**config.mk**
```make
export PLATFORM = sky130hd
export DESIGN_NAME = wcaf_top
export DESIGN_NICKNAME = d
export VERILOG_FILES = /design/src/core/wcaf_pkg.sv /design/src/core/wcaf_top.sv
export SDC_FILE = /design/constraint.sdc
export NUM_CORES = 1
export LEC_CHECK = 0
export BUFFER_PORTS_ARGS = -buffer_cell sky130_fd_sc_hd__buf_2
export CAP_MARGIN = 10
export CORE_MARGIN = 1
export CORE_UTILIZATION = 47
export CTS_BUF_LIST = sky130_fd_sc_hd__clkbuf_2 sky130_fd_sc_hd__clkbuf_4 sky130_fd_sc_hd__clkbuf_8
export CTS_CLUSTER_SIZE = 30
export DETAILED_ROUTE_END_ITERATION = 8
export GPL_TIMING_DRIVEN = 0
export MAX_ROUTING_LAYER = met4
export PLACE_DENSITY_LB_ADDON = 0.1
export RECOVER_POWER = 100
export SYNTH_ARGS = -nofsm -noshare
export SYNTH_HDL_FRONTEND = slang
export SYNTH_SLANG_ARGS = --single-unit
```
**constraint.sdc**
```tcl
create_clock -name ref_clk_i -period 10.3 [get_ports ref_clk_i]
set_clock_uncertainty 0.1 [all_clocks]
set_input_delay 2.06 -clock ref_clk_i [delete_from_list [all_inputs] [get_ports ref_clk_i]]
set_output_delay 2.06 -clock ref_clk_i [all_outputs]
set_load 0.005 [all_outputs]
```
**src/core/wcaf_pkg.sv**
```systemverilog
// Package with register map, field layout, reset values and carrier types of the window comparator alert block.
package wcaf_pkg;
    localparam int          WCAF_NCHAN        = 2;
    localparam int          WCAF_CODE_W       = 12;
    localparam int          WCAF_CNT_W        = 5;
    localparam int          WCAF_BUF_DEPTH    = 16;
    localparam int          WCAF_PTR_W        = 4;
    localparam logic [7:0]  WCAF_ADDR_HIFLAG  = 8'h0E;
    localparam logic [7:0]  WCAF_ADDR_EVCNT   = 8'h36;
    localparam logic [7:0]  WCAF_ADDR_BUF_HI  = 8'h50;
    localparam logic [7:0]  WCAF_ADDR_BUF_LO  = 8'h51;
    localparam logic [7:0]  WCAF_ADDR_STATUS  = 8'h52;
    localparam logic [7:0]  WCAF_CLR_ALL      = 8'hFF;
    localparam logic [1:0]  WCAF_FLAG_RST     = 2'h0;
    localparam logic [3:0]  WCAF_EVCNT_RST    = 4'h0;
    localparam int          WCAF_EVCNT_LSB    = 4;
    localparam logic [7:0]  WCAF_RD_UNMAPPED  = 8'h00;
    localparam logic [11:0] WCAF_CODE_MIN     = 12'h000;
    localparam logic [11:0] WCAF_CODE_MAX     = 12'hFFF;

    typedef struct packed {
        logic        chan;
        logic [11:0] code;
    } wcaf_sample_t;

    typedef struct packed {
        logic       wr;
        logic       rd;
        logic [7:0] addr;
        logic [7:0] wdata;
    } wcaf_reg_req_t;
endpackage

```
**src/core/wcaf_top.sv**
```systemverilog
// Window comparator alert logic with latched high-side flags, event counter and sample buffer.
// Summary of operation
// - One sticky high-side flag per channel, channel 0 bit 0, channel 1 bit 1.
// - Power-up and general-call software reset clear all high-side flags.
// - Writing FFh to the high flag register clears both flags together.
// - Writing one to a flag bit clears that flag only.
// - Flag register bits 7 to 2 always read zero.
// - Flag one means high-side alert recorded; zero means none.
// - Low-side comparator asserts when result is at or below low threshold.
// - High-side comparator asserts when result is at or above high threshold.
// - High threshold FFFh makes the high comparator fire only at full scale.
// - Low threshold 000h makes the low comparator fire only at zero.
// - Alert output rises when the signal crosses either threshold.
// - Sixteen samples are buffered for the host to read after an alert.
// - Consecutive conversions needed equals the count field plus one.
// - Alert waits until the comparator stays set for that many conversions.
`timescale 1ns/100ps
module wcaf_top (
    input  wire logic                                    ref_clk_i,
    input  wire logic                                    rst_b_i,
    input  wire logic                                    gc_reset_i,
    input  wire wcaf_pkg::wcaf_reg_req_t                 reg_req_i,
    input  wire logic                                    conv_valid_i,
    input  wire wcaf_pkg::wcaf_sample_t                  conv_i,
    input  wire logic [1:0][wcaf_pkg::WCAF_CODE_W-1:0]   low_thresh_i,
    input  wire logic [1:0][wcaf_pkg::WCAF_CODE_W-1:0]   high_thresh_i,
    output logic [7:0]                                   reg_rdata_o,
    output logic                                         alert_o
);
    import wcaf_pkg::*;

    function automatic logic [WCAF_CNT_W-1:0] cnt_step(input logic [WCAF_CNT_W-1:0] cnt,
                                                        input logic [WCAF_CNT_W-1:0] target);
        // Clamping to the target keeps a lowered count field from leaving a counter above it.
        cnt_step = (cnt >= target) ? target : WCAF_CNT_W'(cnt + 1'b1);
    endfunction

    logic [1:0]                 flags_q;
    logic [1:0]                 flags_d;
    logic [1:0]                 low_seen_q;
    logic [3:0]                 evcnt_q;
    logic [WCAF_CNT_W-1:0]      hi_cnt_q [WCAF_NCHAN];
    logic [WCAF_CNT_W-1:0]      lo_cnt_q [WCAF_NCHAN];
    logic [1:0]                 hi_hit;
    logic [1:0]                 lo_hit;
    logic [1:0]                 hi_evt;
    logic [1:0]                 lo_evt;
    logic [WCAF_CNT_W-1:0]      target;
    logic                       wr_flag;
    logic                       wr_evcnt;
    logic [1:0]                 clr_mask;
    logic                       any_evt;
    logic [WCAF_CODE_W:0]       buf_mem [WCAF_BUF_DEPTH];
    logic [WCAF_PTR_W-1:0]      wr_ptr_q;
    logic [WCAF_PTR_W-1:0]      rd_ptr_q;
    logic                       frozen_q;
    logic [WCAF_CODE_W:0]       buf_word;
    logic [7:0]                 rd_mux;

    // Count target is the field value plus one, so zero means a single conversion.
    assign target   = WCAF_CNT_W'({1'b0, evcnt_q}) + WCAF_CNT_W'(1);
    assign wr_flag  = reg_req_i.wr && (reg_req_i.addr == WCAF_ADDR_HIFLAG);
    assign wr_evcnt = reg_req_i.wr && (reg_req_i.addr == WCAF_ADDR_EVCNT);
    // An FFh write is simply every bit written as one, so both flags go at once.
    assign clr_mask = wr_flag ? reg_req_i.wdata[1:0] : 2'h0;
    assign any_evt  = |hi_evt || |lo_evt;

    genvar c;
    generate
        for (c = 0; c < WCAF_NCHAN; c++) begin : g_chan
            logic mine;
            assign mine      = conv_valid_i && (conv_i.chan == 1'(c));
            assign hi_hit[c] = conv_i.code >= high_thresh_i[c];
            assign lo_hit[c] = conv_i.code <= low_thresh_i[c];
            assign hi_evt[c] = mine && hi_hit[c] && (cnt_step(hi_cnt_q[c], target) >= target);
            assign lo_evt[c] = mine && lo_hit[c] && (cnt_step(lo_cnt_q[c], target) >= target);

            always_ff @(posedge ref_clk_i) begin
                if (!rst_b_i || gc_reset_i) begin
                    hi_cnt_q[c] <= '0;
                    lo_cnt_q[c] <= '0;
                end else if (mine) begin
                    // A conversion on this channel that misses the comparator breaks the run and restarts the count.
                    hi_cnt_q[c] <= hi_hit[c] ? cnt_step(hi_cnt_q[c], target) : '0;
                    lo_cnt_q[c] <= lo_hit[c] ? cnt_step(lo_cnt_q[c], target) : '0;
                end
            end
        end
    endgenerate

    // A new event wins over a clear that lands in the same cycle.
    assign flags_d = (flags_q & ~clr_mask) | hi_evt;

    always_ff @(posedge ref_clk_i) begin
        if (!rst_b_i || gc_reset_i) begin
            flags_q    <= WCAF_FLAG_RST;
            low_seen_q <= WCAF_FLAG_RST;
            alert_o    <= 1'b0;
        end else begin
            flags_q    <= flags_d;
            // The low side has no flag register here, so its record only ends at reset.
            low_seen_q <= low_seen_q | lo_evt;
            alert_o    <= (|flags_d) || (|low_seen_q) || (|lo_evt);
        end
    end

    always_ff @(posedge ref_clk_i) begin
        if (!rst_b_i) begin
            evcnt_q <= WCAF_EVCNT_RST;
        end else if (wr_evcnt) begin
            evcnt_q <= reg_req_i.wdata[WCAF_EVCNT_LSB +: 4];
        end
    end

    // The buffer runs as a ring until the alerting sample, which is kept as its last entry.
    always_ff @(posedge ref_clk_i) begin
        if (conv_valid_i && !frozen_q) begin
            buf_mem[wr_ptr_q] <= {conv_i.chan, conv_i.code};
        end
    end

    assign buf_word = buf_mem[rd_ptr_q];

    always_ff @(posedge ref_clk_i) begin
        if (!rst_b_i || gc_reset_i) begin
            wr_ptr_q <= '0;
            rd_ptr_q <= '0;
            frozen_q <= 1'b0;
        end else if (conv_valid_i && !frozen_q) begin
            wr_ptr_q <= WCAF_PTR_W'(wr_ptr_q + 1'b1);
            frozen_q <= any_evt;
            rd_ptr_q <= WCAF_PTR_W'(wr_ptr_q + 1'b1);
        end else if (reg_req_i.rd && reg_req_i.addr == WCAF_ADDR_BUF_LO) begin
            rd_ptr_q <= WCAF_PTR_W'(rd_ptr_q + 1'b1);
        end
    end

    always_comb begin
        case (reg_req_i.addr)
            WCAF_ADDR_HIFLAG: rd_mux = {6'h00, flags_q};
            WCAF_ADDR_EVCNT:  rd_mux = {evcnt_q, 4'h0};
            WCAF_ADDR_BUF_HI: rd_mux = {buf_word[WCAF_CODE_W], 3'h0, buf_word[11:8]};
            WCAF_ADDR_BUF_LO: rd_mux = buf_word[7:0];
            WCAF_ADDR_STATUS: rd_mux = {frozen_q, 5'h00, low_seen_q};
            default:          rd_mux = WCAF_RD_UNMAPPED;
        endcase
    end

    always_ff @(posedge ref_clk_i) begin
        if (!rst_b_i) begin
            reg_rdata_o <= 8'h00;
        end else if (reg_req_i.rd) begin
            reg_rdata_o <= rd_mux;
        end
    end
endmodule

```
# Yosys cells after proc, flatten, opt, wreduce, memory -nomap -nowiden
# Memory sizes are Yosys's and may differ from the RTL's. A register that Yosys moved wholly into a read port is not among the register bits.
# Index checks and enable logic that the tools add are counted.
# W data, S select, Z words.
# classes
addsub,7
multipliers,0
n_div,0
n_lt_le_gt_ge,12
eq_ne,5
n_shift,0
n_mux,28
bitwise_logic,9
reduce_logical,25
# op_table
operator,n
$mux W5,12
$ge A5 B5 Y1,8
$pmux W8 S5,1
$eq A8 B7 Y1 const B,3
$ge A12 B12 Y1,2
$le A12 B12 Y1,2
$add A5 B1 Y5 const B,4
$mux W4,4
$logic_and A1 B1 Y1,14
$mux W1,10
$add A4 B1 Y4 const B,2
$eq A8 B4 Y1 const B,1
$eq A8 B6 Y1 const B,1
$reduce_or A2 Y1,4
$add A4 B1 Y5 const B,1
$logic_or A1 B1 Y1,4
$or A1 B1 Y1,4
$or A2 B2 Y2,2
$and A2 B2 Y2,1
$logic_not A1 Y1,2
$mux W2,1
$not A2 Y2,1
$reduce_bool A2 Y1,1
$not A1 Y1,1
# totals
register_bits,26
latch_bits,0
mem_bits_rw,228
rom_bits,0
input_bits,83
output_inout_bits,9
elab_cells,97
mem_count,3
# memory_table
name,depth,word_bits,read_ports,rd_ports_with_merged_regs,write_ports,line_no,source
buf_mem,16,13,1,1,1,wcaf_top.sv:53,logic [WCAF_CODE_W:0] buf_mem [WCAF_BUF_DEPTH];
hi_cnt_q,2,5,2,0,2,wcaf_top.sv:42,logic [WCAF_CNT_W-1:0] hi_cnt_q [WCAF_NCHAN];
lo_cnt_q,2,5,2,0,2,wcaf_top.sv:43,logic [WCAF_CNT_W-1:0] lo_cnt_q [WCAF_NCHAN];

# Depth between registers and ports, before layout
# depth
word_depth,9
mapped_depth,18
depth_no_buf,17

# Worst setup path before layout
# Ideal clock, no wire load.
# synth_path
path_type,reg-to-reg
start,register evcnt_q[0]
end,register alert_o
t_arrival_ps,4149
path_slack_ps,5905
path_stages_with_launch,19
n_path_buf,1
path_cell_list,dfxtp_1 ha_1 nand3_1 ha_1 nand2_1 o21bai_1 o22ai_1 nor3_1 clkbuf_1 nand2_1 o21ai_0 ha_1 nand2b_1 a21o_1 maj3_1 maj3_1 a311o_1 a31oi_1 a41oi_1
# synth_between
elab_chain_len,9
elab_cells_between_ends,22
classes_between,1 x add/sub; 8 x order compare; 4 x mux; 1 x bitwise; 8 x reduce/logical
# synth_rtl
element,line_no,source
from (decl),wcaf_top.sv:41,logic [3:0] evcnt_q;
from (signal assigned),wcaf_top.sv:111,evcnt_q <= reg_req_i.wdata[WCAF_EVCNT_LSB +: 4];
$add A4 B1 Y5 *,wcaf_top.sv:61,"assign target = WCAF_CNT_W'({1'b0, evcnt_q}) + WCAF_CNT_W'(1);"
$ge A5 B5 Y1,wcaf_top.sv:35,cnt_step = (cnt >= target) ? target : WCAF_CNT_W'(cnt + 1'b1);
$mux W5,wcaf_top.sv:35,
$ge A5 B5 Y1,wcaf_top.sv:75,"assign hi_evt[c] = mine && hi_hit[c] && (cnt_step(hi_cnt_q[c], target) >= target);"
$logic_and A1 B1 Y1,wcaf_top.sv:75,
$or A2 B2 Y2,wcaf_top.sv:92,assign flags_d = (flags_q & ~clr_mask) | hi_evt;
$reduce_or A2 Y1,wcaf_top.sv:103,alert_o <= (|flags_d) || (|low_seen_q) || (|lo_evt);
$logic_or A1 B1 Y1,wcaf_top.sv:103,
$logic_or A1 B1 Y1 *,wcaf_top.sv:103,
to (signal assigned),wcaf_top.sv:103,
to (decl),wcaf_top.sv:28,output logic alert_o
# Mark *: on every way between the ends. The rest lies on a longest branch, timed or not.
# A chain may end at the register's enable or synchronous reset.

# Worst setup path after layout
# Ends and elaborated chain as after synthesis.

==> impl_metrics.ini <==
[detailed_routing]
drt_iter0_drc = 626
drt_pass1_iterations = 5
vias_per_cell = 5.60
avgRoutedWirePerCell_um = 22.1
vias = 7471
route.detailed.drc = 0
wl_um = 29500
ant_nets = 0

[synth]
synthMuxAreaShare_pct = 12.7
postSynth.asyncResetShare_pct = 0
synth-seq-cells = 258
synth_ff_type = edfxtp_1
synth_top_family_by_area = multiplexers
ys_warn_count = 0
synth_compound_area_share_pct = 7.06
yosys.area_share.simple_pct = 7.41
synth_fa_ha_area_share_pct = 8.77
syn_inst = 835
synth.top_cell.area_share_pct = 54.8
synthTopCellsByCount = edfxtp_1 (228), ha_1 (82), inv_1 (61)
ys_types = 67
avgSynthCellArea_um2 = 15.0
syn_nets = 1000
synth.area.top_cells = edfxtp_1 (55%), mux4_2 (10%), ha_1 (8.2%), dfxtp_1 (4.8%), inv_1 (1.8%)
synth-edff-count = 228
synth_area_mm2 = 0.0125
seq_area_frac_synth_pct = 59.6
yosysMostFrequentCell = edfxtp_1
yosys.area.top_type = edfxtp_1
synth-xor-area-share_pct = 1.53

[worst_hold_path]
min_from = low_seen_q[0]
hp-class = flip-flop to flip-flop

[floorplan]
num_rows = 59
initial_utilization_pct = 48.0
dieArea_mm2 = 0.0272
die_h_um = 165
die_w_um = 165
io_pins = 92
core_mm2 = 0.0261

[power]
p_per_area_mw_per_mm2 = 156
p_leak_nw = 5.07
ir_drop_uv = 75.9
power.total_w = 0.00221

[timing]
clock.fmax_mhz = 177
rsz0062_at_grt = no
slew_headroom_pct = -13.6
fin_crit_sh_pct = 54.9
slew_violations = 112
setup_viol = 0
worstMarginPinSlew_ns = 1.70
setup_ws_ns = 4.64
hold_viol = 0
fin_tns_setup_ns = 0
min_period_ns = 5.66
timing.hold.ws_ns = 0.383

[setup_path]
worst_setup_path_end_kind = flip-flop
critPathTopFamily = adder cells
rrSetupSlack_ns = 4.64
critical_path.most_common_cell = ha_1
timing.rr.end = alert_o
critPathBufInv = 0
crit_path_end = alert_o
crit_required_ns = 10.59
r2r_start = evcnt_q[0]
cp.depth = 16
start_kind = flip-flop
reg2reg_depth = 16
worstPathCellList = ha_1, nand3_1, ha_1, nand2_1, o21bai_1, o22ai_1, nor3_1, o21ai_0, ha_1, nand2b_1, a21o_1, maj3_1, maj3_1, a311o_1, a31oi_1, a41oi_1
cp_slowest_cell = nor3_1
critical-path-max-stage-delay_ns = 0.78
arrival_ns = 5.95
critPathMaxFanout = 12
critical_path_class = flip-flop to flip-flop
cp-startpoint = evcnt_q[0]

[flow_run]
cap_violations = 8

[final_layout]
ff_latch_area_mm2 = 0.00745
multiInputGateArea_mm2 = 0.00466
fill_cells = 2185
drive_gt1_share_pct = 21.0
fin_nets = 1131
area_growth_pct = 13.0
final_cells = 1335

[clock_tree]
cts.sinks = 258
cts_tree = yes
post_cts_buffers = 0
clockBufferDepth = 3
cts_max_level = 2
cts_hold_buf = 0
cts_buffers = 41
cts_root_buf = clkbuf_8
clk_pin_slew_ns = 0.06
insertion_delay_ns = 0.55
cts_resized = 0

[outcome]
violations = max-capacitance violations, max-slew violations
status = complete, but fails checks

[grt]
grt_pass1_vias = 7415
gr-total-overflow = 0
grt_pass1_wl_um = 43700
use_met2_pct = 36.4
use_met3_pct = 4.62
grt_antenna_before_repair = 1
grt_max_degree = 21
gr-usage-met1_pct = 30.3
busiest_layer = met2
grt_usage_pct = 23.0

[placed_design]
io_buffers = 88
place_inst = 1258
hpwl_um = 19500
gp_congestion = 0.838
dp_slack_ns = 4.98
per-stage QoR:
step	util (%)	cell area (um^2)
5_1_grt	54.2	14100
6_report	54.2	14100
4_1_cts	54.4	14200
2_1_floorplan	-	12500
3_3_place_gp	51.3	13400
3_5_place_dp	51.3	13400
layout make-up:
cell class	count	share of cell area, %
Antenna cell	1	0.0177
Buffer	27	1.01
Clock buffer	60	5.14
Clock inverter	16	0.585
Inverter	61	1.62
Multi-Input combinational cell	489	33.0
Sequential cell	258	52.7
Tap cell	335	2.97
Timing Repair Buffer	88	2.93
worst register-to-register path, stage by stage, from the launching register on:
cell and delay [ns]:
dfxtp_1 0.51, ha_1 0.31, nand3_1 0.46, ha_1 0.49, nand2_1 0.09, o21bai_1 0.11
o22ai_1 0.11, nor3_1 0.78, o21ai_0 0.27, ha_1 0.33, nand2b_1 0.13, a21o_1 0.20
maj3_1 0.36, maj3_1 0.36, a311o_1 0.38, a31oi_1 0.34, a41oi_1 0.19
where the power goes:
group	internal, W	switching, W
registers	0.00115	0.00000818
clock network	0.000455	0.000398
logic	0.0000856	0.000112
layout by cell type, fill, tap and decap left out, types with 4 or more instances in the layout:
| cell | count |
|---|---|
| o211a_1 | 4 |
| a21o_1 | 4 |
| nand2b_1 | 13 |
| o21ai_0 | 28 |
| clkbuf_8 | 44 |
| mux2i_1 | 7 |
| nand3_1 | 22 |
| mux2_2 | 6 |
| nor3_1 | 7 |
| a22oi_1 | 4 |
| inv_1 | 61 |
| buf_2 | 72 |
| dfxtp_1 | 30 |
| clkbuf_1 | 36 |
| edfxtp_1 | 228 |
| o21a_1 | 8 |
| maj3_1 | 7 |
| nor3b_1 | 4 |
| mux4_1 | 7 |
| o22ai_1 | 4 |
| clkbuf_4 | 16 |
| clkinv_2 | 5 |
| xnor2_1 | 8 |
| and2_1 | 6 |
| ha_1 | 82 |
| and2_0 | 17 |
| nand4_1 | 7 |
| nand2_1 | 29 |
| clkinv_1 | 9 |
| a31oi_1 | 4 |
| nor2_1 | 34 |
| a21oi_1 | 25 |
| a211oi_1 | 10 |
| mux4_2 | 56 |
| xor2_1 | 12 |
| nor2b_1 | 22 |
| and3_1 | 4 |
state kept, by name (all words and copies together) (netlist names), named ones only:
| name | count |
|---|---|
| lo_cnt_q | 10 |
| buf_mem | 208 |
| low_seen_q | 2 |
| hi_cnt_q | 10 |
| reg_rdata_o | 8 |
| flags_q | 2 |
| alert_o | 1 |
| frozen_q | 1 |
| wr_ptr_q | 4 |
| rd_ptr_q | 4 |
| evcnt_q | 4 |
cell families (layout without fill, tap and decap cells):
family / count (synthesis) / count (layout)
flip-flops: 258 / 258
AND/OR/NAND/NOR: 175 / 175
AO/OA/AOI/OAI: 128 / 128
adder cells (fa/ha/maj): 89 / 89
buffers and inverters: 88 / 252
multiplexers: 76 / 76
XOR/XNOR: 21 / 21
other: 0 / 1
layer usage:
metal  share of wire [%]  vias to the layer above
met5                   0                        -
met4                 2.1                        0
met3                 6.3                       46
met2                  47                      253
met1                  45                     3637
li1                    -                     3535
worst min-delay path by stage:
stage / slack (ns) / to / cells past startpoint
4_1_cts: 0.38 / reg_rdata_o[6] / 1
3_3_place_gp: 0.36 / low_seen_q[0] / 2
5_1_grt: 0.40 / reg_rdata_o[5] / 1
2_1_floorplan: 0.34 / low_seen_q[0] / 2
3_5_place_dp: 0.37 / reg_rdata_o[4] / 1
6_report: 0.38 / low_seen_q[0] / 2
Power figures use the tool's default switching activity.
